[src/ebt3_regs.svh]
// register offsets, field positions, reset values and prescaler taps of timer three
`ifndef EBT3_REGS_SVH
`define EBT3_REGS_SVH

// ----------------------------------------------------------------------------
// byte offsets on the wishbone bus
// ----------------------------------------------------------------------------
`define EBT3_OFF_CONTROL 8'h00
`define EBT3_OFF_PERIOD 8'h04
`define EBT3_OFF_PULSE_WIDTH 8'h08
`define EBT3_OFF_T4_CONTROL 8'h0C
`define EBT3_OFF_STATUS 8'h10
`define EBT3_OFF_CONFIG 8'h14

// ----------------------------------------------------------------------------
// control field positions (same layout for timer four control byte) and config register bits
// ----------------------------------------------------------------------------
`define EBT3_FF_BIT 7
`define EBT3_CLK_MSB 6
`define EBT3_CLK_LSB 4
`define EBT3_RUN_BIT 3
`define EBT3_MODE_MSB 2
`define EBT3_MODE_LSB 0
`define EBT3_CFG_TAP_BIT 0
`define EBT3_CFG_SLOW_BIT 1

// ----------------------------------------------------------------------------
// reset values
// ----------------------------------------------------------------------------
`define EBT3_RST_CONTROL 8'h00
`define EBT3_RST_PERIOD 8'hFF
`define EBT3_RST_PULSE_WIDTH 8'hFF
`define EBT3_RST_T4_CONTROL 16'hFF00
`define EBT3_RST_CONFIG 2'h0

// ----------------------------------------------------------------------------
// prescaler taps as powers of two of the high frequency clock
// ----------------------------------------------------------------------------
`define EBT3_TAP_11 11
`define EBT3_TAP_7 7
`define EBT3_TAP_5 5
`define EBT3_TAP_3 3
`define EBT3_TAP_1 1
`define EBT3_PRESCALE_W 11
`define EBT3_LF_DIV_W 3

`endif

[src/ebt3_pkg.sv]
// types shared by timer three control logic
package ebt3_pkg;

  typedef enum logic [2:0] {
    EBT3_MODE_TIMER = 3'h0,
    EBT3_MODE_DIVIDER = 3'h1,
    EBT3_MODE_PWM = 3'h2,
    EBT3_MODE_CASCADE = 3'h3
  } ebt3_mode_t;

  typedef enum logic [2:0] {
    EBT3_CLK_SLOWEST = 3'h0,
    EBT3_CLK_DIV7 = 3'h1,
    EBT3_CLK_DIV5 = 3'h2,
    EBT3_CLK_DIV3 = 3'h3,
    EBT3_CLK_LOW = 3'h4,
    EBT3_CLK_DIV1 = 3'h5,
    EBT3_CLK_FULL = 3'h6,
    EBT3_CLK_PIN = 3'h7
  } ebt3_clk_t;

  // bit 7 down to bit 0 of the control byte
  typedef struct packed {
    logic ff_level;
    logic [2:0] clock_select;
    logic run;
    logic [2:0] mode_select;
  } ebt3_ctl_t;

endpackage

[src/ebt3_timer.sv]
// timer three control block with wishbone register access
//
// Functional notes
// - control, period and pulse-width registers steer timer
// - clock select codes pick prescaler taps
// - low speed states allow three clocks only
// - mode field picks four modes, 1xx reserved
// - cascade needs mode 011, timer four mode
// - cascade uses own clock, four's run/level
//
// Added by the designer: the placing of the registers and the Wishbone interface to the registers.
`timescale 1ns/1ps
`include "ebt3_regs.svh"

module ebt3_timer
  import ebt3_pkg::*;
#(
  parameter int ADDR_W = 8
) (
  // clock and reset
  input wire logic i_core_clk,
  input wire logic i_rst_n,
  // wishbone slave
  input wire logic i_wb_cyc,
  input wire logic i_wb_stb,
  input wire logic i_wb_we,
  input wire logic [ADDR_W-1:0] i_wb_adr,
  input wire logic [3:0] i_wb_sel,
  input wire logic [31:0] i_wb_dat,
  output logic [31:0] o_wb_dat,
  output logic o_wb_ack,
  // clock pins
  input wire logic i_low_freq_clock,
  input wire logic i_timer_pin,
  // timer outputs
  output logic o_flipflop,
  output logic o_match,
  output logic [15:0] o_count
);

  // ----------------------------------------------------------------------------
  // parameter checks
  // ----------------------------------------------------------------------------
  // the register map reaches offset 0x14, so five address bits are the least
  if (ADDR_W < 5) begin : g_addr_w_check
    $error("ADDR_W too small for register map");
  end
  if (`EBT3_PRESCALE_W < `EBT3_TAP_11) begin : g_prescale_check
    $error("prescaler narrower than the slowest tap");
  end

  // ----------------------------------------------------------------------------
  // reset release
  // ----------------------------------------------------------------------------
  logic rst_s1_reg;
  logic rst_n_reg;
  always_ff @(posedge i_core_clk or negedge i_rst_n) begin
    if (!i_rst_n) begin
      rst_s1_reg <= 1'b0;
      rst_n_reg <= 1'b0;
    end else begin
      rst_s1_reg <= 1'b1;
      rst_n_reg <= rst_s1_reg;
    end
  end

  // ----------------------------------------------------------------------------
  // pin synchronisers and edge detection
  // ----------------------------------------------------------------------------
  // two stages settle the pin; the third only keeps the last level for edges
  logic [2:0] lf_sync_reg;
  logic [2:0] pin_sync_reg;
  always_ff @(posedge i_core_clk or negedge rst_n_reg) begin
    if (!rst_n_reg) begin
      lf_sync_reg <= 3'h0;
      pin_sync_reg <= 3'h0;
    end else begin
      lf_sync_reg <= {lf_sync_reg[1:0], i_low_freq_clock};
      pin_sync_reg <= {pin_sync_reg[1:0], i_timer_pin};
    end
  end
  logic lf_edge;
  logic pin_edge;
  assign lf_edge = lf_sync_reg[1] & ~lf_sync_reg[2];
  assign pin_edge = pin_sync_reg[1] & ~pin_sync_reg[2];

  // ----------------------------------------------------------------------------
  // registers
  // ----------------------------------------------------------------------------
  ebt3_ctl_t ctl_reg;
  logic [7:0] period_reg;
  logic [7:0] pulse_width_reg;
  ebt3_ctl_t t4_ctl_reg;
  logic [7:0] t4_period_reg;
  logic [1:0] config_reg;

  logic bus_req;
  logic wr_en;
  logic [ADDR_W-1:0] adr;
  assign bus_req = i_wb_cyc & i_wb_stb & ~o_wb_ack;
  assign wr_en = bus_req & i_wb_we;
  assign adr = i_wb_adr;

  // software keeps period, pulse width and fields stable while running; the
  // registers themselves accept any write so a misuse only mistimes the output
  always_ff @(posedge i_core_clk or negedge rst_n_reg) begin
    if (!rst_n_reg) begin
      ctl_reg <= `EBT3_RST_CONTROL;
      period_reg <= `EBT3_RST_PERIOD;
      pulse_width_reg <= `EBT3_RST_PULSE_WIDTH;
      {t4_period_reg, t4_ctl_reg} <= `EBT3_RST_T4_CONTROL;
      config_reg <= `EBT3_RST_CONFIG;
    end else if (wr_en) begin
      if (adr == ADDR_W'(`EBT3_OFF_CONTROL) && i_wb_sel[0]) begin
        ctl_reg <= i_wb_dat[7:0];
      end
      if (adr == ADDR_W'(`EBT3_OFF_PERIOD) && i_wb_sel[0]) begin
        period_reg <= i_wb_dat[7:0];
      end
      if (adr == ADDR_W'(`EBT3_OFF_PULSE_WIDTH) && i_wb_sel[0]) begin
        pulse_width_reg <= i_wb_dat[7:0];
      end
      if (adr == ADDR_W'(`EBT3_OFF_T4_CONTROL)) begin
        if (i_wb_sel[0]) begin
          t4_ctl_reg <= i_wb_dat[7:0];
        end
        if (i_wb_sel[1]) begin
          t4_period_reg <= i_wb_dat[15:8];
        end
      end
      if (adr == ADDR_W'(`EBT3_OFF_CONFIG) && i_wb_sel[0]) begin
        config_reg <= i_wb_dat[1:0];
      end
    end
  end

  // ----------------------------------------------------------------------------
  // effective control, cascade routing
  // ----------------------------------------------------------------------------
  logic cascade;
  logic run_eff;
  logic level_eff;
  logic [2:0] mode_eff;
  logic mode_ok;
  assign cascade = (ctl_reg.mode_select == EBT3_MODE_CASCADE);
  assign mode_eff = cascade ? t4_ctl_reg.mode_select : ctl_reg.mode_select;
  assign run_eff = cascade ? t4_ctl_reg.run : ctl_reg.run;
  assign level_eff = cascade ? t4_ctl_reg.ff_level : ctl_reg.ff_level;
  // cascade keeps timer three's own field at 011, so this check stays valid
  assign mode_ok = ~ctl_reg.mode_select[2];

  // ----------------------------------------------------------------------------
  // prescaler and source clock selection
  // ----------------------------------------------------------------------------
  // the prescaler runs free, so the first tick after a start may come early
  logic [`EBT3_PRESCALE_W-1:0] pre_reg;
  logic [`EBT3_LF_DIV_W-1:0] lf_div_reg;
  always_ff @(posedge i_core_clk or negedge rst_n_reg) begin
    if (!rst_n_reg) begin
      pre_reg <= '0;
      lf_div_reg <= '0;
    end else begin
      pre_reg <= pre_reg + 1'b1;
      if (lf_edge) begin
        lf_div_reg <= lf_div_reg + 1'b1;
      end
    end
  end

  logic tap11;
  logic tap7;
  logic tap5;
  logic tap3;
  logic tap1;
  logic lf_div_tick;
  assign tap11 = &pre_reg[`EBT3_TAP_11-1:0];
  assign tap7 = &pre_reg[`EBT3_TAP_7-1:0];
  assign tap5 = &pre_reg[`EBT3_TAP_5-1:0];
  assign tap3 = &pre_reg[`EBT3_TAP_3-1:0];
  assign tap1 = &pre_reg[`EBT3_TAP_1-1:0];
  assign lf_div_tick = lf_edge & (&lf_div_reg);

  logic tick;
  always_comb begin
    tick = 1'b0;
    if (config_reg[`EBT3_CFG_SLOW_BIT]) begin
      // only the low clock taps and the full clock (warm-up) exist here
      unique case (ebt3_clk_t'(ctl_reg.clock_select))
        EBT3_CLK_SLOWEST: tick = lf_div_tick;
        EBT3_CLK_LOW: tick = lf_edge;
        EBT3_CLK_FULL: tick = 1'b1;
        default: tick = 1'b0;
      endcase
    end else begin
      unique case (ebt3_clk_t'(ctl_reg.clock_select))
        EBT3_CLK_SLOWEST: tick = config_reg[`EBT3_CFG_TAP_BIT] ? lf_div_tick : tap11;
        EBT3_CLK_DIV7: tick = tap7;
        EBT3_CLK_DIV5: tick = tap5;
        EBT3_CLK_DIV3: tick = tap3;
        EBT3_CLK_LOW: tick = lf_edge;
        EBT3_CLK_DIV1: tick = tap1;
        EBT3_CLK_FULL: tick = 1'b1;
        EBT3_CLK_PIN: tick = pin_edge;
      endcase
    end
  end

  // reserved codes in timer three's own mode field park the counter rather than guess a mode
  logic count_en;
  assign count_en = tick & mode_ok;

  // ----------------------------------------------------------------------------
  // counter and flip-flop
  // ----------------------------------------------------------------------------
  logic run_d_reg;
  logic [15:0] count_reg;
  logic [15:0] limit;
  logic at_limit;
  assign limit = cascade ? {t4_period_reg, period_reg} : {8'h00, period_reg};
  // a period of zero matches on every tick
  assign at_limit = (count_reg == limit);

  always_ff @(posedge i_core_clk or negedge rst_n_reg) begin
    if (!rst_n_reg) begin
      run_d_reg <= 1'b0;
      count_reg <= 16'h0000;
      o_match <= 1'b0;
    end else begin
      run_d_reg <= run_eff;
      o_match <= 1'b0;
      if (!run_eff) begin
        count_reg <= 16'h0000;
      end else if (count_en) begin
        if (at_limit) begin
          count_reg <= 16'h0000;
          o_match <= 1'b1;
        end else begin
          count_reg <= count_reg + 16'h0001;
        end
      end
    end
  end

  // ----------------------------------------------------------------------------
  // start detection
  // ----------------------------------------------------------------------------
  // level and start may come in one write, so the level is loaded again in the
  // first running cycle; a toggle due in that very cycle (period zero) is lost
  logic start_pulse;
  assign start_pulse = run_eff & ~run_d_reg;

  // level is loaded while stopped so the start sees the programmed value
  always_ff @(posedge i_core_clk or negedge rst_n_reg) begin
    if (!rst_n_reg) begin
      o_flipflop <= 1'b0;
    end else if (!run_eff || start_pulse) begin
      o_flipflop <= level_eff;
    end else if (count_en) begin
      if (mode_eff == EBT3_MODE_DIVIDER && at_limit) begin
        o_flipflop <= ~o_flipflop;
      end else if (mode_eff == EBT3_MODE_PWM && count_reg[7:0] == pulse_width_reg) begin
        o_flipflop <= ~o_flipflop;
      end else if (mode_eff == EBT3_MODE_PWM && at_limit) begin
        o_flipflop <= level_eff;
      end
    end
  end

  assign o_count = count_reg;

  // ----------------------------------------------------------------------------
  // bus answer
  // ----------------------------------------------------------------------------
  // ack is registered, so a strobe held through ack is not taken twice
  logic [31:0] rd_data;
  always_comb begin
    rd_data = 32'h0000_0000;
    unique case (adr)
      ADDR_W'(`EBT3_OFF_CONTROL): rd_data = {24'h000000, ctl_reg};
      ADDR_W'(`EBT3_OFF_PERIOD): rd_data = {24'h000000, period_reg};
      ADDR_W'(`EBT3_OFF_PULSE_WIDTH): rd_data = {24'h000000, pulse_width_reg};
      ADDR_W'(`EBT3_OFF_T4_CONTROL): rd_data = {16'h0000, t4_period_reg, t4_ctl_reg};
      ADDR_W'(`EBT3_OFF_STATUS): rd_data = {14'h0000, run_d_reg, o_flipflop, count_reg};
      ADDR_W'(`EBT3_OFF_CONFIG): rd_data = {30'h00000000, config_reg};
      default: rd_data = 32'h0000_0000;
    endcase
  end

  always_ff @(posedge i_core_clk or negedge rst_n_reg) begin
    if (!rst_n_reg) begin
      o_wb_ack <= 1'b0;
      o_wb_dat <= 32'h0000_0000;
    end else begin
      o_wb_ack <= bus_req;
      if (bus_req && !i_wb_we) begin
        o_wb_dat <= rd_data;
      end
    end
  end

endmodule

[config.mk]
export PLATFORM = sky130hd
export DESIGN_NAME = ebt3_timer
export DESIGN_NICKNAME = d
export VERILOG_FILES = /design/src/ebt3_pkg.sv /design/src/ebt3_timer.sv
export VERILOG_INCLUDE_DIRS = /design/src
export SDC_FILE = /design/constraint.sdc
export NUM_CORES = 1
export LEC_CHECK = 0
export BUFFER_PORTS_ARGS = -buffer_cell sky130_fd_sc_hd__buf_4
export CAP_MARGIN = 20
export CORE_ASPECT_RATIO = 0.9
export CORE_MARGIN = 1
export CORE_UTILIZATION = 60
export CTS_BUF_LIST = sky130_fd_sc_hd__clkbuf_4 sky130_fd_sc_hd__clkbuf_8 sky130_fd_sc_hd__clkbuf_16
export CTS_CLUSTER_DIAMETER = 100
export DETAILED_ROUTE_END_ITERATION = 16
export GPL_ROUTABILITY_DRIVEN = 1
export GPL_TIMING_DRIVEN = 0
export PLACE_DENSITY = 0.95
export SYNTH_ARGS = -nofsm -noshare
export SYNTH_HDL_FRONTEND = slang
export SYNTH_SLANG_ARGS = --single-unit
[constraint.sdc]
create_clock -name i_core_clk -period 7.85 [get_ports i_core_clk]
set_input_delay 1.57 -clock i_core_clk [delete_from_list [all_inputs] [get_ports i_core_clk]]
set_output_delay 1.57 -clock i_core_clk [all_outputs]
set_load 0.005 [all_outputs]
# Word level (Yosys, flattened, before mapping)
# Index checks and enable logic that the tools add are counted.
[totals] reg_bits=116 wordCells=106
[op_classes] add_sub_neg=3 reduce_logical=27 eq_ne=18 bitwise=14 mux=20
[ops] cell="one-hot mux 18 bit (6 select lines)" n=1
[ops] cell="2-to-1 mux 16 bit" n=4
[ops] cell="adder 16 x 1 -> 16 bit (second input constant)" n=1
[ops] cell="equality test 16 bit" n=1
[ops] cell="equality test 8 x 4 -> 1 bit (second input constant)" n=2
[ops] cell="equality test 8 x 5 -> 1 bit (second input constant)" n=2
[ops] cell="equality test 3 x 2 -> 1 bit (second input constant)" n=4
[ops] cell="equality test 3 bit (second input constant)" n=4
[ops] cell="2-to-1 mux 1 bit" n=12
[ops] cell="AND reduction 3 bit" n=4
[ops] cell="adder 11 x 1 -> 11 bit (second input constant)" n=1
[ops] cell="AND reduction 11 bit" n=1
[ops] cell="AND reduction 2 bit" n=5
[ops] cell="bitwise AND 1 bit" n=8
[ops] cell="equality test 8 x 3 -> 1 bit (second input constant)" n=1
[ops] cell="equality test 8 bit" n=1
[ops] cell="logical AND 1 bit" n=8
[ops] cell="logical NOT 8 bit" n=1
[ops] cell="one-hot mux 1 bit (8 select lines)" n=1
[ops] cell="AND reduction 7 bit" n=1
[ops] cell="equality test 3 x 1 -> 1 bit (second input constant)" n=2
[ops] cell="NOT 1 bit" n=6
[ops] cell="AND reduction 5 bit" n=1
[ops] cell="nonzero test 4 bit" n=1
[ops] cell="8 further kinds" n=9

# Depth between registers and ports, before layout
# Gate-level depths: netlist (run 1).
[depth] word_depth=9 ltp_mapped=11 mapped_depth_nobuf=10

# Worst setup path after synthesis (run 1)
# OpenSTA, ideal clock, no wires.
[synth_path] path_type="input-to-reg" startpoint="input port i_wb_adr[6]" endpoint="register ctl_reg[0] (netlist bit)" setup_ns=0.128 required_ns=7.722 path_slack_ns=4.416 cell_stages=6 t_arrival_ns=3.306 cell_sequence="or4_1 nor3_2 nand2b_1 or3_1 buf_2 mux2_1"
[synth_between] elab_chain_len=3
[synth_lines] element="start, declared" line="ebt3_timer.sv:27" rtl="input wire logic [ADDR_W-1:0] i_wb_adr,"
[synth_lines] element="logical NOT 8 bit" line="ebt3_timer.sv:114" rtl="if (adr == ADDR_W'(`EBT3_OFF_CONTROL) && i_wb_sel[0]) begin"
[synth_lines] element="logical AND 1 bit" line="ebt3_timer.sv:114"
[synth_lines] element="AND reduction 2 bit (no line)"
[synth_lines] element="end signal, assigned" line="ebt3_timer.sv:108" rtl="ctl_reg <= `EBT3_RST_CONTROL;"
[synth_lines] element="end signal, assigned" line="ebt3_timer.sv:115" rtl="ctl_reg <= i_wb_dat[7:0];"
[synth_lines] element="end, declared" line="ebt3_timer.sv:90" rtl="ebt3_ctl_t ctl_reg;"
# Every way passes these cells.
# A chain may end at the register's enable or synchronous reset.

# Worst setup path after layout (run 1)
[layout_path] startpoint="input port i_wb_adr[6]" endpoint="register o_wb_dat[12]"
[layout_between] elab_chain_len=2 word_cells_on_any_way=7 classes_between="5 x eq/ne; 1 x mux; 1 x reduce/logical"
[layout_lines] element="equality test 8 x 5 -> 1 bit (tied with other cells)" line="ebt3_timer.sv:278" rtl="unique case (adr)"
[layout_lines] element="one-hot mux 18 bit (6 select lines) (*)" line="ebt3_timer.sv:278"
[layout_lines] element="end signal, assigned" line="ebt3_timer.sv:296" rtl="o_wb_dat <= rd_data;"
[layout_lines] element="end, declared" line="ebt3_timer.sv:30" rtl="output logic [31:0] o_wb_dat,"
# Mark *: on every way between the ends. The rest lies on a longest branch, timed or not.

==> impl_results.html, run 1 <==
<table>
<tr><th>Metric</th><th>Value</th></tr>
<tr><th colspan="2">STA</th></tr>
<tr><td>Tightest Pin Transition</td><td>0.740 ns</td></tr>
<tr><td>Shortest clock period the worst path allows after layout</td><td>3.55 ns</td></tr>
<tr><td>Setup TNS Final</td><td>0 ns</td></tr>
<tr><td>Worst clock skew</td><td>0.0150 ns</td></tr>
<tr><td>Setup Viol. Count Final</td><td>0</td></tr>
<tr><td>Setup repair after global routing missed its margin</td><td>no</td></tr>
<tr><td>Final max-slew violation count</td><td>0</td></tr>
<tr><td>Final hold vios</td><td>0</td></tr>
<tr><td>Max_slew headroom</td><td>0.505</td></tr>
<tr><td>Highest Clock Rate</td><td>0.282 GHz</td></tr>
<tr><td>Period utilization</td><td>0.452</td></tr>
<tr><th colspan="2">Floorplanning</th></tr>
<tr><td>Area of the core region</td><td>8530 µm²</td></tr>
<tr><td>Area of the die</td><td>9140 µm²</td></tr>
<tr><td>Die boundary height</td><td>90.8 µm</td></tr>
<tr><td>Total number of placement rows</td><td>32</td></tr>
<tr><td>Initial core utilization</td><td>0.616</td></tr>
<tr><td>Chip Width</td><td>101 µm</td></tr>
<tr><td>I/O pin count</td><td>102</td></tr>
<tr><th colspan="2">Placed design</th></tr>
<tr><td>Number of buffer cells added on primary ports</td><td>68</td></tr>
<tr><td>Routability congestion estimate</td><td>0.913</td></tr>
<tr><td>DP HPWL</td><td>9.07 mm</td></tr>
<tr><td>Standard cell area after detailed placement</td><td>6000 µm²</td></tr>
<tr><th colspan="2">Drt</th></tr>
<tr><td>Violation count after the first detailed-routing iteration</td><td>409</td></tr>
<tr><td>Drc violations</td><td>0</td></tr>
<tr><td>Number of search-and-repair iterations in the first detailed-routing pass</td><td>5</td></tr>
<tr><td>Vias post-DR</td><td>4379</td></tr>
<tr><td>Final Routed Wirelength</td><td>12.9 mm</td></tr>
<tr><td>Antenna-violating nets left</td><td>0</td></tr>
<tr><td>Vias/cell</td><td>6.19</td></tr>
<tr><td>Average routed wire per standard cell</td><td>18.2 µm</td></tr>
<tr><th colspan="2">GRT</th></tr>
<tr><td>Global-route met3 utilization</td><td>0.0550</td></tr>
<tr><td>Largest net degree at the start of global routing</td><td>52</td></tr>
<tr><td>Top Usage Layer GRT</td><td>met2</td></tr>
<tr><td>Number of antenna violations at the first check in global routing</td><td>0</td></tr>
<tr><td>Met1 track demand over resource in global routing</td><td>0.409</td></tr>
<tr><td>Total Routing Usage GR</td><td>0.299</td></tr>
<tr><td>Aggregate global routing overflow</td><td>0</td></tr>
<tr><td>Via count of the first global-routing pass</td><td>4226</td></tr>
<tr><td>Global routing usage on met2</td><td>0.477</td></tr>
<tr><td>First-pass GRT wire length</td><td>20.9 mm</td></tr>
<tr><th colspan="2">Power</th></tr>
<tr><td>Overall power</td><td>0.954 mW</td></tr>
<tr><td>Power Density</td><td>154 nW/µm²</td></tr>
<tr><td>Clock share of power</td><td>0.358</td></tr>
<tr><td>Maximum VDD drop</td><td>0.126 mV</td></tr>
<tr><td>Switching part of the total power</td><td>0.238</td></tr>
<tr><td>Internal power consumption</td><td>0.728 mW</td></tr>
<tr><td>LEAKAGE</td><td>2.87 nW</td></tr>
<tr><td>Sequential share of power</td><td>0.577</td></tr>
<tr><td>Combinational power share</td><td>0.065</td></tr>
<tr><td>Net Switching</td><td>0.227 mW</td></tr>
<tr><th colspan="2">Yosys</th></tr>
<tr><td>Number of enable-type register cells in the synthesized netlist</td><td>0</td></tr>
<tr><td>Most numerous cell types in the synthesized netlist</td><td>dfrtp_1, nand2_1, mux2_1, nor2_1, dfstp_2</td></tr>
<tr><td>Library cell occupying the most area in the post-synthesis netlist</td><td>dfrtp_1</td></tr>
<tr><td>Post-synthesis area per instance</td><td>10.7 µm²</td></tr>
<tr><td>Share of the synthesized area in the top cell type</td><td>0.371</td></tr>
<tr><td>Number of distinct library cells after synthesis</td><td>60</td></tr>
<tr><td>Count of yosys warnings during synthesis</td><td>0</td></tr>
<tr><td>Prevailing post-synth register cell</td><td>dfrtp_1</td></tr>
<tr><td>Gate Count Post-Synth</td><td>490</td></tr>
<tr><td>Biggest area contributors in the synthesized netlist</td><td>dfrtp_1, dfstp_2, mux2_1</td></tr>
<tr><td>Share of async-settable or async-resettable flops after synthesis</td><td>1.00</td></tr>
<tr><td>Sequential-to-total area share from yosys stat</td><td>0.491</td></tr>
<tr><td>Flip-flop and latch count after synthesis</td><td>102</td></tr>
<tr><td>Most numerous cell in the Yosys netlist</td><td>dfrtp_1</td></tr>
<tr><td>Cell area after synthesis</td><td>5260 µm²</td></tr>
<tr><th colspan="2">Worst setup path</th></tr>
<tr><td>Data required time at the worst endpoint</td><td>8.15 ns</td></tr>
<tr><td>Worst Path Max Fanout</td><td>10</td></tr>
<tr><td>Register-to-register setup slack</td><td>5.12 ns</td></tr>
<tr><td>Nature of the critical path endpoint</td><td>flop</td></tr>
<tr><td>Critical path launch point type</td><td>input port</td></tr>
<tr><td>Logic depth of the worst register-to-register path</td><td>11</td></tr>
<tr><td>Worst Path Arrival</td><td>3.85 ns</td></tr>
<tr><td>Worst setup path class</td><td>in -&gt; reg</td></tr>
<tr><td>End of the worst register-to-register path</td><td>o_count[13]</td></tr>
<tr><td>Source of the worst register-to-register timing path</td><td>pre_reg[0]</td></tr>
<tr><th colspan="2">Final layout</th></tr>
<tr><td>Number of inserted filler cells in the final layout</td><td>578</td></tr>
<tr><td>Finished layout cell area</td><td>6190 µm²</td></tr>
<tr><td>Layout cells sized above 1</td><td>0.284</td></tr>
<tr><td>Number of flip-flops under the largest register name</td><td>18</td></tr>
<tr><td>Final core utilization</td><td>0.726</td></tr>
<tr><td>Post-synthesis to final-layout area growth</td><td>17.8%</td></tr>
<tr><td>Net count of the finished layout</td><td>640</td></tr>
<tr><td>Number of diodes</td><td>0</td></tr>
<tr><th colspan="2">Clock tree</th></tr>
<tr><td>Longest Clk Path Bufs</td><td>2</td></tr>
<tr><td>CTS tree</td><td>built</td></tr>
<tr><td>Clock latency on the worst-skew pair</td><td>0.38 ns</td></tr>
<tr><td>Post-CTS Resized</td><td>0</td></tr>
<tr><td>H-tree depth reported by CTS</td><td>3</td></tr>
<tr><td>Clock transition at the registers of the reported paths</td><td>0.11 ns</td></tr>
<tr><td>Hold_buf cts</td><td>0</td></tr>
<tr><td>Master cell of the clock root buffer</td><td>clkbuf_8</td></tr>
<tr><td>TritonCTS Buffers</td><td>9</td></tr>
<tr><td>Sink count of the clock tree</td><td>102</td></tr>
<tr><td>Post-CTS setup buffer count</td><td>0</td></tr>
<tr><th colspan="2">Outcome</th></tr>
<tr><td>Outcome</td><td>finished, final reports clean</td></tr>
<tr><th colspan="2">Min path</th></tr>
<tr><td>Worst min-delay path class</td><td>reg -&gt; async</td></tr>
<tr><th colspan="2">Run</th></tr>
<tr><td>Max-Cap Viols</td><td>0</td></tr>
</table>
## layer usage
metal	routed length, µm	up-vias	part of all wire
met2	6100	291	0.47
met1	5320	2114	0.41
met4	304	0	0.024
met5	0	-	0
met3	1170	42	0.091
li1	-	1932	-
## metrics by stage
step | hold WS, ns | setup slack, ns | cells
global placement | 0.334 | 3.96 | 690
finish | 0.353 | 4.30 | 707
global route | 0.376 | 4.24 | 707
detailed placement | 0.338 | 4.00 | 691
CTS | 0.366 | 4.37 | 707
floorplan | 0.331 | 4.42 | 503
## cells by family after synthesis
kind of cell | Yosys count | share of synthesized area
fa+ha+maj | 6 | 0.0143
other cells | 2 | 0.00143
simple gates | 148 | 0.144
xor+xnor | 28 | 0.0467
compound gates | 99 | 0.136
buf+inv | 50 | 0.0502
flops | 102 | 0.491
mux | 55 | 0.116
## worst max path at each step
stage,cells past startpoint,to,startpoint
2_1_floorplan,6,ctl_reg[0],i_wb_adr[6]
3_3_place_gp,0,o_wb_dat[14],rst_n_reg
4_1_cts,8,o_wb_dat[12],i_wb_adr[6]
3_5_place_dp,7,ctl_reg[4],i_wb_adr[6]
6_report,8,o_wb_dat[12],i_wb_adr[6]
5_1_grt,8,o_wb_dat[9],i_wb_adr[6]
## layout by cell type (no fill, tap or decap), types with 15 or more instances in the layout
cell     count
o21ai_1     15
nand3_1     17
xnor2_1     17
nor2_1      27
dfrtp_1     77
buf_4       83
nand2_1     50
mux2_1      32
dfstp_2     24
conb_1      15
## area by class of cell
cell class | instances | area [µm²] | share of cell area
flip-flops and latches | 102 | 2590 | 0.418
multi-input cells | 351 | 2460 | 0.397
repair buffers | 69 | 538 | 0.0869
plain buffers | 45 | 245 | 0.0396
well taps | 119 | 149 | 0.0240
clock buffers | 11 | 139 | 0.0224
clock inverters | 5 | 57.6 | 0.00929
inverters | 5 | 18.8 | 0.00303
## power groups by stage
stage | clock, mW | combinational (mW) | sequential, mW
5_1_grt | 0.366 | 0.0688 | 0.553
4_1_cts | 0.342 | 0.0616 | 0.551
3_5_place_dp | 0 | 0.0613 | 0.561
2_1_floorplan | 0 | 0.0327 | 0.561
6_report | 0.342 | 0.0618 | 0.551
3_3_place_gp | 0 | 0.0512 | 0.564
## worst max-delay path, stage by stage
cell and delay (ns):
buf_4 0.10, or4_1 0.55, nor3_2 0.30, nand2_1 0.12
nor2_1 0.59, buf_2 0.34, a22oi_1 0.11, o21ai_1 0.16
Power figures use the tool's default switching activity.
==> run 2: changes to the inputs <==
--- a/config.mk
+++ b/config.mk
@@ -10,13 +10,13 @@
 export CAP_MARGIN = 20
 export CORE_ASPECT_RATIO = 0.9
 export CORE_MARGIN = 1
-export CORE_UTILIZATION = 60
+export CORE_UTILIZATION = 56
 export CTS_BUF_LIST = sky130_fd_sc_hd__clkbuf_4 sky130_fd_sc_hd__clkbuf_8 sky130_fd_sc_hd__clkbuf_16
 export CTS_CLUSTER_DIAMETER = 100
 export DETAILED_ROUTE_END_ITERATION = 16
 export GPL_ROUTABILITY_DRIVEN = 1
 export GPL_TIMING_DRIVEN = 0
-export PLACE_DENSITY = 0.95
+export PLACE_DENSITY = 0.91
 export SYNTH_ARGS = -nofsm -noshare
 export SYNTH_HDL_FRONTEND = slang
 export SYNTH_SLANG_ARGS = --single-unit
==> constraint.sdc (replaced) <==
create_clock -name i_core_clk -period 3.4 [get_ports i_core_clk]
set_input_delay 0.68 -clock i_core_clk [delete_from_list [all_inputs] [get_ports i_core_clk]]
set_output_delay 0.68 -clock i_core_clk [all_outputs]
set_load 0.005 [all_outputs]
==> run 2 against run 1 <==
Largest power group unchanged. Final area shrank 0.28%. Largest cell class unchanged. Critical path depth rose by 2. Hold slack got worse by 0.27 ns. First-iteration DRC count increased by 12%. Sequential share of layout area up 0.12 points. Combinational power up 130%. Total power increased by 120%. Setup slack worse by 3.6 ns.
==> impl_results.html, run 2 (synthesized netlist as in run 1, its figures left out) <==
<table>
<tr><th>Metric</th><th>Value</th></tr>
<tr><th colspan="2">Floorplanning</th></tr>
<tr><td>Initial core utilization</td><td>0.576 (-0.0403)</td></tr>
<tr><td>Area of the die</td><td>9780 µm² (+7.0%)</td></tr>
<tr><td>Die boundary height</td><td>93.9 µm (+3.4%)</td></tr>
<tr><td>Area of the core region</td><td>9130 µm² (+7.0%)</td></tr>
<tr><td>Chip Width</td><td>104 µm (+3.4%)</td></tr>
<tr><td>I/O pin count</td><td>102 (unchanged)</td></tr>
<tr><td>Total number of placement rows</td><td>33 (+3.1%)</td></tr>
<tr><th colspan="2">Min path</th></tr>
<tr><td>Worst min-delay path class</td><td>in -&gt; async</td></tr>
<tr><th colspan="2">Clock tree</th></tr>
<tr><td>TritonCTS Buffers</td><td>9 (unchanged)</td></tr>
<tr><td>Longest Clk Path Bufs</td><td>2 (unchanged)</td></tr>
<tr><td>Sink count of the clock tree</td><td>102 (unchanged)</td></tr>
<tr><td>Hold_buf cts</td><td>0 (unchanged)</td></tr>
<tr><td>Post-CTS setup buffer count</td><td>0 (unchanged)</td></tr>
<tr><td>Clock transition at the registers of the reported paths</td><td>0.09 ns (-0.02 ns)</td></tr>
<tr><td>Clock latency on the worst-skew pair</td><td>0.37 ns (about the same)</td></tr>
<tr><td>Master cell of the clock root buffer</td><td>clkbuf_8</td></tr>
<tr><td>H-tree depth reported by CTS</td><td>3 (unchanged)</td></tr>
<tr><td>CTS tree</td><td>built</td></tr>
<tr><td>Post-CTS Resized</td><td>0 (unchanged)</td></tr>
<tr><th colspan="2">Power</th></tr>
<tr><td>Net Switching</td><td>0.514 mW (+130%)</td></tr>
<tr><td>Clock share of power</td><td>0.331 (-0.027)</td></tr>
<tr><td>Overall power</td><td>2.12 mW (+120%)</td></tr>
<tr><td>Sequential share of power</td><td>0.601 (+0.024)</td></tr>
<tr><td>Internal power consumption</td><td>1.60 mW (+120%)</td></tr>
<tr><td>Power Density</td><td>343 nW/µm² (+120%)</td></tr>
<tr><td>Combinational power share</td><td>0.069 (+0.004)</td></tr>
<tr><td>Maximum VDD drop</td><td>0.292 mV (+130%)</td></tr>
<tr><td>LEAKAGE</td><td>2.84 nW (-0.77%)</td></tr>
<tr><td>Switching part of the total power</td><td>0.243 (+0.00500)</td></tr>
<tr><th colspan="2">Drt</th></tr>
<tr><td>Drc violations</td><td>0 (unchanged)</td></tr>
<tr><td>Final Routed Wirelength</td><td>12.3 mm (-5.0%)</td></tr>
<tr><td>Vias post-DR</td><td>4223 (-3.6%)</td></tr>
<tr><td>Violation count after the first detailed-routing iteration</td><td>458 (+12%)</td></tr>
<tr><td>Vias/cell</td><td>5.95 (-4.0%)</td></tr>
<tr><td>Antenna-violating nets left</td><td>0 (unchanged)</td></tr>
<tr><td>Number of search-and-repair iterations in the first detailed-routing pass</td><td>6 (+1)</td></tr>
<tr><td>Average routed wire per standard cell</td><td>17.3 µm (-5.4%)</td></tr>
<tr><th colspan="2">Placed design</th></tr>
<tr><td>DP HPWL</td><td>9.04 mm (-0.27%)</td></tr>
<tr><td>Routability congestion estimate</td><td>0.905 (-0.89%)</td></tr>
<tr><td>DP Cell Count</td><td>694 (+0.43%)</td></tr>
<tr><td>Number of buffer cells added on primary ports</td><td>68 (unchanged)</td></tr>
<tr><th colspan="2">STA</th></tr>
<tr><td>Final hold vios</td><td>0 (unchanged)</td></tr>
<tr><td>Worst-case hold slack</td><td>0.0833 ns (-0.270 ns)</td></tr>
<tr><td>Final max-slew violation count</td><td>0 (unchanged)</td></tr>
<tr><td>Setup repair after global routing missed its margin</td><td>no</td></tr>
<tr><td>Highest Clock Rate</td><td>0.371 GHz</td></tr>
<tr><td>Period utilization</td><td>0.794</td></tr>
<tr><td>Worst clock skew</td><td>0.0126 ns (-0.00238 ns)</td></tr>
<tr><td>Shortest clock period the worst path allows after layout</td><td>2.70 ns</td></tr>
<tr><td>Tightest Pin Transition</td><td>0.729 ns (-0.0105 ns)</td></tr>
<tr><td>Setup Viol. Count Final</td><td>0 (unchanged)</td></tr>
<tr><td>Setup TNS Final</td><td>0 ns (unchanged)</td></tr>
<tr><td>Max_slew headroom</td><td>0.514 (+0.00880)</td></tr>
<tr><th colspan="2">Final layout</th></tr>
<tr><td>Most frequent standard cell in the layout excluding fill and tap cells</td><td>buf_4</td></tr>
<tr><td>Layout cells sized above 1</td><td>0.284 (unchanged)</td></tr>
<tr><td>Number of diodes</td><td>0 (unchanged)</td></tr>
<tr><td>Post-synthesis to final-layout area growth</td><td>17.5%</td></tr>
<tr><td>Post-route insts no fill</td><td>710 (+0.42%)</td></tr>
<tr><td>Net count of the finished layout</td><td>640 (unchanged)</td></tr>
<tr><td>Number of flip-flops under the largest register name</td><td>18 (unchanged)</td></tr>
<tr><td>Top library cells by usage in the layout, fill and taps aside</td><td>buf_4, dfrtp_1, nand2_1, mux2_1, nor2_1</td></tr>
<tr><th colspan="2">Worst setup path</th></tr>
<tr><td>End of the worst register-to-register path</td><td>o_count[4]</td></tr>
<tr><td>Register-to-register setup slack</td><td>0.70 ns (-4.42 ns)</td></tr>
<tr><td>Launch point of the critical path</td><td>pre_reg[0]</td></tr>
<tr><td>Critical path launch point type</td><td>flop</td></tr>
<tr><td>Nature of the critical path endpoint</td><td>flop</td></tr>
<tr><td>Worst Path Arrival</td><td>3.00 ns (-0.85 ns)</td></tr>
<tr><td>Worst Path Max Fanout</td><td>7 (-3)</td></tr>
<tr><td>Logic depth of the worst register-to-register path</td><td>10 (-1)</td></tr>
<tr><td>Worst setup path class</td><td>reg -&gt; reg</td></tr>
<tr><td>Source of the worst register-to-register timing path</td><td>pre_reg[0]</td></tr>
<tr><td>Data required time at the worst endpoint</td><td>3.70 ns (-4.45 ns)</td></tr>
<tr><th colspan="2">Outcome</th></tr>
<tr><td>Outcome</td><td>finished, final reports clean</td></tr>
<tr><th colspan="2">GRT</th></tr>
<tr><td>Aggregate global routing overflow</td><td>0 (unchanged)</td></tr>
<tr><td>Total Routing Usage GR</td><td>0.268 (-0.0309)</td></tr>
<tr><td>Largest net degree at the start of global routing</td><td>52 (unchanged)</td></tr>
<tr><td>First-pass GRT wire length</td><td>20.4 mm (-2.2%)</td></tr>
<tr><td>Number of antenna violations at the first check in global routing</td><td>0 (unchanged)</td></tr>
<tr><td>Via count of the first global-routing pass</td><td>4098 (-3.0%)</td></tr>
<tr><th colspan="2">Run</th></tr>
<tr><td>Max-Cap Viols</td><td>0 (unchanged)</td></tr>
</table>
-- run 2: cell type report --
type	count	area, µm²
Sequential cell	102	2590
Timing Repair Buffer	69	538
Tap cell	122	153
Buffer	45	245
Fill cell	670	2950
Inverter	5	18.8
Multi-Input combinational cell	351	2460
Clock buffer	11	139
Clock inverter	5	36.3
-- run 2: power groups by stage --
stage / Combinational, mW / Clock, mW / Sequential, mW
6_report: 0.145 / 0.701 / 1.27
4_1_cts: 0.146 / 0.710 / 1.27
3_3_place_gp: 0.119 / 0 / 1.30
5_1_grt: 0.163 / 0.755 / 1.28
2_1_floorplan: 0.0754 / 0 / 1.29
3_5_place_dp: 0.146 / 0 / 1.30
-- run 2: layer usage --
layer  part of all wire  wire [µm]  GRT usage  up-vias
met1               0.44       5370      0.353     2077
met3              0.070        863     0.0569       30
met4              0.023        281     0.0917        0
li1                   -          -          -     1929
met2               0.47       5740      0.443      187
met5                  0          0          0        -
-- run 2: per-stage QoR --
stage	util	setup WS (ns)	instance area, µm²
final	0.677	0.702	6170
after global routing	0.677	0.531	6170
after CTS	0.677	0.728	6170
after detailed placement	0.657	0.409	6000
after global placement	0.654	-0.465	5970
after floorplan	-	0.390	5310
-- run 2: how the worst max path moves through the flow --
stage	end	slack (ns)	cells past startpoint
after CTS	o_count[15]	0.73	10
final	o_count[4]	0.70	10
after floorplan	config_reg[0]	0.39	0
after global placement	o_wb_dat[14]	-0.46	0
after global routing	o_count[4]	0.53	10
after detailed placement	ctl_reg[7]	0.41	7
-- run 2: worst max-delay path, stage by stage, from the launching register on --
cell	delay, ns
dfrtp_1	0.41
ha_1	0.23
and3_1	0.19
ha_1	0.14
mux2i_1	0.06
nor3b_1	0.18
a31oi_1	0.09
a2111oi_4	0.49
nor2_2	0.16
nor2_1	0.44
a22o_1	0.23
==> run 3: changes to the inputs <==
==> constraint.sdc (replaced) <==
create_clock -name i_core_clk -period 2.7 [get_ports i_core_clk]
set_input_delay 0.54 -clock i_core_clk [delete_from_list [all_inputs] [get_ports i_core_clk]]
set_output_delay 0.54 -clock i_core_clk [all_outputs]
set_load 0.005 [all_outputs]
==> run 3 against run 2 <==
The flow now finishes with violations (setup timing). Hold slack improved by 0.14 ns. Die area unchanged. Setup slack got worse by 0.78 ns. Via count increased by 3.7%. Critical endpoint unchanged. Largest power group unchanged.
==> impl_results.html, run 3 (synthesized netlist as in run 1, its figures left out) <==
<table>
<tr><th>Metric</th><th>Value</th></tr>
<tr><th colspan="2">Outcome</th></tr>
<tr><td>Outcome</td><td>finished, violations left</td></tr>
<tr><td>Failing checks</td><td>setup timing</td></tr>
<tr><th colspan="2">Power</th></tr>
<tr><td>Net Switching</td><td>0.665 mW (+29%)</td></tr>
<tr><td>Maximum VDD drop</td><td>0.340 mV (+17%)</td></tr>
<tr><td>Combinational power share</td><td>0.068 (about the same)</td></tr>
<tr><td>Internal power consumption</td><td>2.23 mW (+39%)</td></tr>
<tr><td>Power Density</td><td>455 nW/µm² (+33%)</td></tr>
<tr><td>Clock share of power</td><td>0.380 (+0.049)</td></tr>
<tr><td>LEAKAGE</td><td>2.91 nW (+2.4%)</td></tr>
<tr><td>Sequential share of power</td><td>0.552 (-0.049)</td></tr>
<tr><td>Switching part of the total power</td><td>0.230 (-0.0125)</td></tr>
<tr><th colspan="2">Worst setup path</th></tr>
<tr><td>Worst Path Max Fanout</td><td>7 (unchanged)</td></tr>
<tr><td>Cell-by-cell listing of the critical path</td><td>ha_4, and3_4, ha_4, mux2i_2, nor3b_2, a31oi_2, a2111oi_4, buf_4, nor3_4, buf_6, a21o_1, a22o_1</td></tr>
<tr><td>Critical-path cell with the highest stage delay</td><td>dfrtp_1</td></tr>
<tr><td>Worst Path Buf+Inv</td><td>2 (+2)</td></tr>
<tr><td>Longest individual stage delay on the worst path</td><td>0.45 ns (-0.04 ns)</td></tr>
<tr><td>Data required time at the worst endpoint</td><td>2.96 ns (-0.74 ns)</td></tr>
<tr><td>Library cell appearing most often on the critical path</td><td>ha_4</td></tr>
<tr><td>Worst setup path class</td><td>reg -&gt; reg</td></tr>
<tr><td>Cell class contributing the biggest share of worst-path delay</td><td>compound AO/OA/AOI/OAI gates</td></tr>
<tr><td>Nature of the critical path endpoint</td><td>flop</td></tr>
<tr><td>Critical path launch point type</td><td>flop</td></tr>
<tr><td>Worst Path Arrival</td><td>3.03 ns (+0.03 ns)</td></tr>
<tr><th colspan="2">Final layout</th></tr>
<tr><td>Sequential cell area</td><td>2590 µm² (unchanged)</td></tr>
<tr><td>Net count of the finished layout</td><td>647 (+1.1%)</td></tr>
<tr><td>Number of diodes</td><td>0 (unchanged)</td></tr>
<tr><td>Number of flip-flops under the largest register name</td><td>18 (unchanged)</td></tr>
<tr><td>Most frequent standard cell in the layout excluding fill and tap cells</td><td>buf_4</td></tr>
<tr><td>Multi-input gate area</td><td>2530 µm² (+2.7%)</td></tr>
<tr><td>Post-synthesis to final-layout area growth</td><td>20.8%</td></tr>
<tr><td>Finished layout cell area</td><td>6350 µm² (+2.8%)</td></tr>
<tr><td>Layout cells sized above 1</td><td>0.306 (+0.0219)</td></tr>
<tr><td>Number of inserted filler cells in the final layout</td><td>640 (-4.5%)</td></tr>
<tr><td>Top library cells by usage in the layout, fill and taps aside</td><td>buf_4, dfrtp_1, nand2_1, mux2_1, nor2_1</td></tr>
<tr><th colspan="2">Placed design</th></tr>
<tr><td>Routability congestion estimate</td><td>0.879 (-2.9%)</td></tr>
<tr><td>Standard cell area after detailed placement</td><td>6000 µm² (unchanged)</td></tr>
<tr><td>DP HPWL</td><td>9.09 mm (+0.56%)</td></tr>
<tr><td>Pre-CTS setup slack</td><td>-0.178 ns (-0.587 ns)</td></tr>
<tr><td>Number of buffer cells added on primary ports</td><td>68 (unchanged)</td></tr>
<tr><th colspan="2">Drt</th></tr>
<tr><td>Antenna-violating nets left</td><td>0 (unchanged)</td></tr>
<tr><td>Vias/cell</td><td>6.11 (+2.7%)</td></tr>
<tr><td>Number of search-and-repair iterations in the first detailed-routing pass</td><td>5 (-1)</td></tr>
<tr><td>Drc violations</td><td>0 (unchanged)</td></tr>
<tr><td>Violation count after the first detailed-routing iteration</td><td>448 (-2.2%)</td></tr>
<tr><td>Final Routed Wirelength</td><td>13.3 mm (+8.1%)</td></tr>
<tr><td>Vias post-DR</td><td>4378 (+3.7%)</td></tr>
<tr><td>Average routed wire per standard cell</td><td>18.5 µm (+7.1%)</td></tr>
<tr><th colspan="2">GRT</th></tr>
<tr><td>Largest net degree at the start of global routing</td><td>78 (+50%)</td></tr>
<tr><td>Number of antenna violations at the first check in global routing</td><td>0 (unchanged)</td></tr>
<tr><td>Total Routing Usage GR</td><td>0.272 (+0.00434)</td></tr>
<tr><td>Aggregate global routing overflow</td><td>0 (unchanged)</td></tr>
<tr><td>Via count of the first global-routing pass</td><td>4250 (+3.7%)</td></tr>
<tr><td>First-pass GRT wire length</td><td>20.7 mm (+1.6%)</td></tr>
<tr><th colspan="2">STA</th></tr>
<tr><td>Worst clock skew</td><td>0.0168 ns (+0.00417 ns)</td></tr>
<tr><td>Final Worst Setup Slack</td><td>-0.0738 ns (-0.776 ns)</td></tr>
<tr><td>Final max-slew violation count</td><td>0 (unchanged)</td></tr>
<tr><td>Worst-case hold slack</td><td>0.228 ns (+0.145 ns)</td></tr>
<tr><td>Setup repair after global routing missed its margin</td><td>yes</td></tr>
<tr><td>Final hold vios</td><td>0 (unchanged)</td></tr>
<tr><td>Highest Clock Rate</td><td>0.361 GHz (-2.7%)</td></tr>
<tr><td>Max_slew headroom</td><td>0.507 (-0.00661)</td></tr>
<tr><td>Shortest clock period the worst path allows after layout</td><td>2.77 ns (+0.0757 ns)</td></tr>
<tr><td>Period utilization</td><td>1.03 (+0.234)</td></tr>
<tr><td>Setup Viol. Count Final</td><td>3 (+3)</td></tr>
<tr><td>Tightest Pin Transition</td><td>0.739 ns (+0.00992 ns)</td></tr>
<tr><th colspan="2">Clock tree</th></tr>
<tr><td>Master cell of the clock root buffer</td><td>clkbuf_8</td></tr>
<tr><td>H-tree depth reported by CTS</td><td>3 (unchanged)</td></tr>
<tr><td>Clock transition at the registers of the reported paths</td><td>0.10 ns (about the same)</td></tr>
<tr><td>Clock latency on the worst-skew pair</td><td>0.38 ns (about the same)</td></tr>
<tr><td>CTS tree</td><td>built</td></tr>
<tr><td>Sink count of the clock tree</td><td>102 (unchanged)</td></tr>
<tr><td>Longest Clk Path Bufs</td><td>2 (unchanged)</td></tr>
<tr><td>TritonCTS Buffers</td><td>9 (unchanged)</td></tr>
<tr><th colspan="2">Min path</th></tr>
<tr><td>Worst min-delay path class</td><td>reg -&gt; async</td></tr>
<tr><th colspan="2">Floorplanning</th></tr>
<tr><td>Total number of placement rows</td><td>33 (unchanged)</td></tr>
<tr><td>Area of the die</td><td>9780 µm² (unchanged)</td></tr>
<tr><td>Initial core utilization</td><td>0.576 (unchanged)</td></tr>
<tr><td>Die boundary height</td><td>93.9 µm (unchanged)</td></tr>
<tr><td>I/O pin count</td><td>102 (unchanged)</td></tr>
<tr><td>Area of the core region</td><td>9130 µm² (unchanged)</td></tr>
<tr><td>Chip Width</td><td>104 µm (unchanged)</td></tr>
<tr><th colspan="2">Run</th></tr>
<tr><td>Max-Cap Viols</td><td>0 (unchanged)</td></tr>
</table>
-- run 3: what timing repair did --
action / 4_1_cts / 5_1_grt
setup endpoints to repair: 9 / 13
resized for setup: 5 / 9
hold buffers: 1 / 0
pin swaps: 0 / 7
gates cloned: 0 / 1
hold endpoints to repair: 2 / 0
setup buffers: 1 / 4
-- run 3: power by group through the flow --
stage / logic, mW / clock network (mW) / registers, mW
after floorplan: 0.0950 / 0 / 1.63
after global placement: 0.149 / 0 / 1.64
after detailed placement: 0.190 / 0 / 1.62
after CTS: 0.193 / 1.09 / 1.60
after global routing: 0.221 / 1.14 / 1.60
final: 0.198 / 1.10 / 1.60
-- run 3: metrics by stage --
stage	total power, mW	setup TNS [ns]	instances	utilization
finish	2.89	-0.0944	717	0.696
global route	2.96	-0.308	717	0.696
CTS	2.88	0	712	0.687
detailed placement	1.81	-2.51	694	0.657
global placement	1.79	-0.803	693	0.654
floorplan	1.73	0	503	-
-- run 3: path summary, 6_finish.rpt --
check / start / endpoint / slack [ns] / depth (start not counted)
max in group asynchronous: rst_n_reg / period_reg[1] / 1.72 / 1
worst min-delay path: rst_n_reg / pin_sync_reg[2] / 0.23 / 0
min in group i_core_clk: i_low_freq_clock / lf_sync_reg[0] / 0.26 / 1
worst max-delay path: pre_reg[0] / o_count[4] / -0.07 / 12
worst max register to register: pre_reg[0] / o_count[4] / -0.07 / 12
worst min register to register: rst_n_reg / pin_sync_reg[2] / 0.23 / 0
-- run 3: metal layers --
metal	wire, µm	global-route usage
met4	364	0.110
met3	999	0.0381
met1	5580	0.358
met2	6310	0.459
met5	0	0
-- run 3: final cells by class --
type / instances / area share
timing repair buffer: 76 / 0.0930
multi-input combinational: 351 / 0.398
clock inverter: 5 / 0.0128
clock buffer: 11 / 0.0229
sequential: 102 / 0.407
buffer: 45 / 0.0392
inverter: 5 / 0.00296
tap: 122 / 0.0240
-- run 3: worst register-to-register path: stages (launching register included) --
cell and delay [ns]:
dfrtp_1 0.45, ha_4 0.18, and3_4 0.20, ha_4 0.12
mux2i_2 0.08, nor3b_2 0.31, a31oi_2 0.12, a2111oi_4 0.38
buf_4 0.21, nor3_4 0.07, buf_6 0.16, a21o_1 0.18
a22o_1 0.20
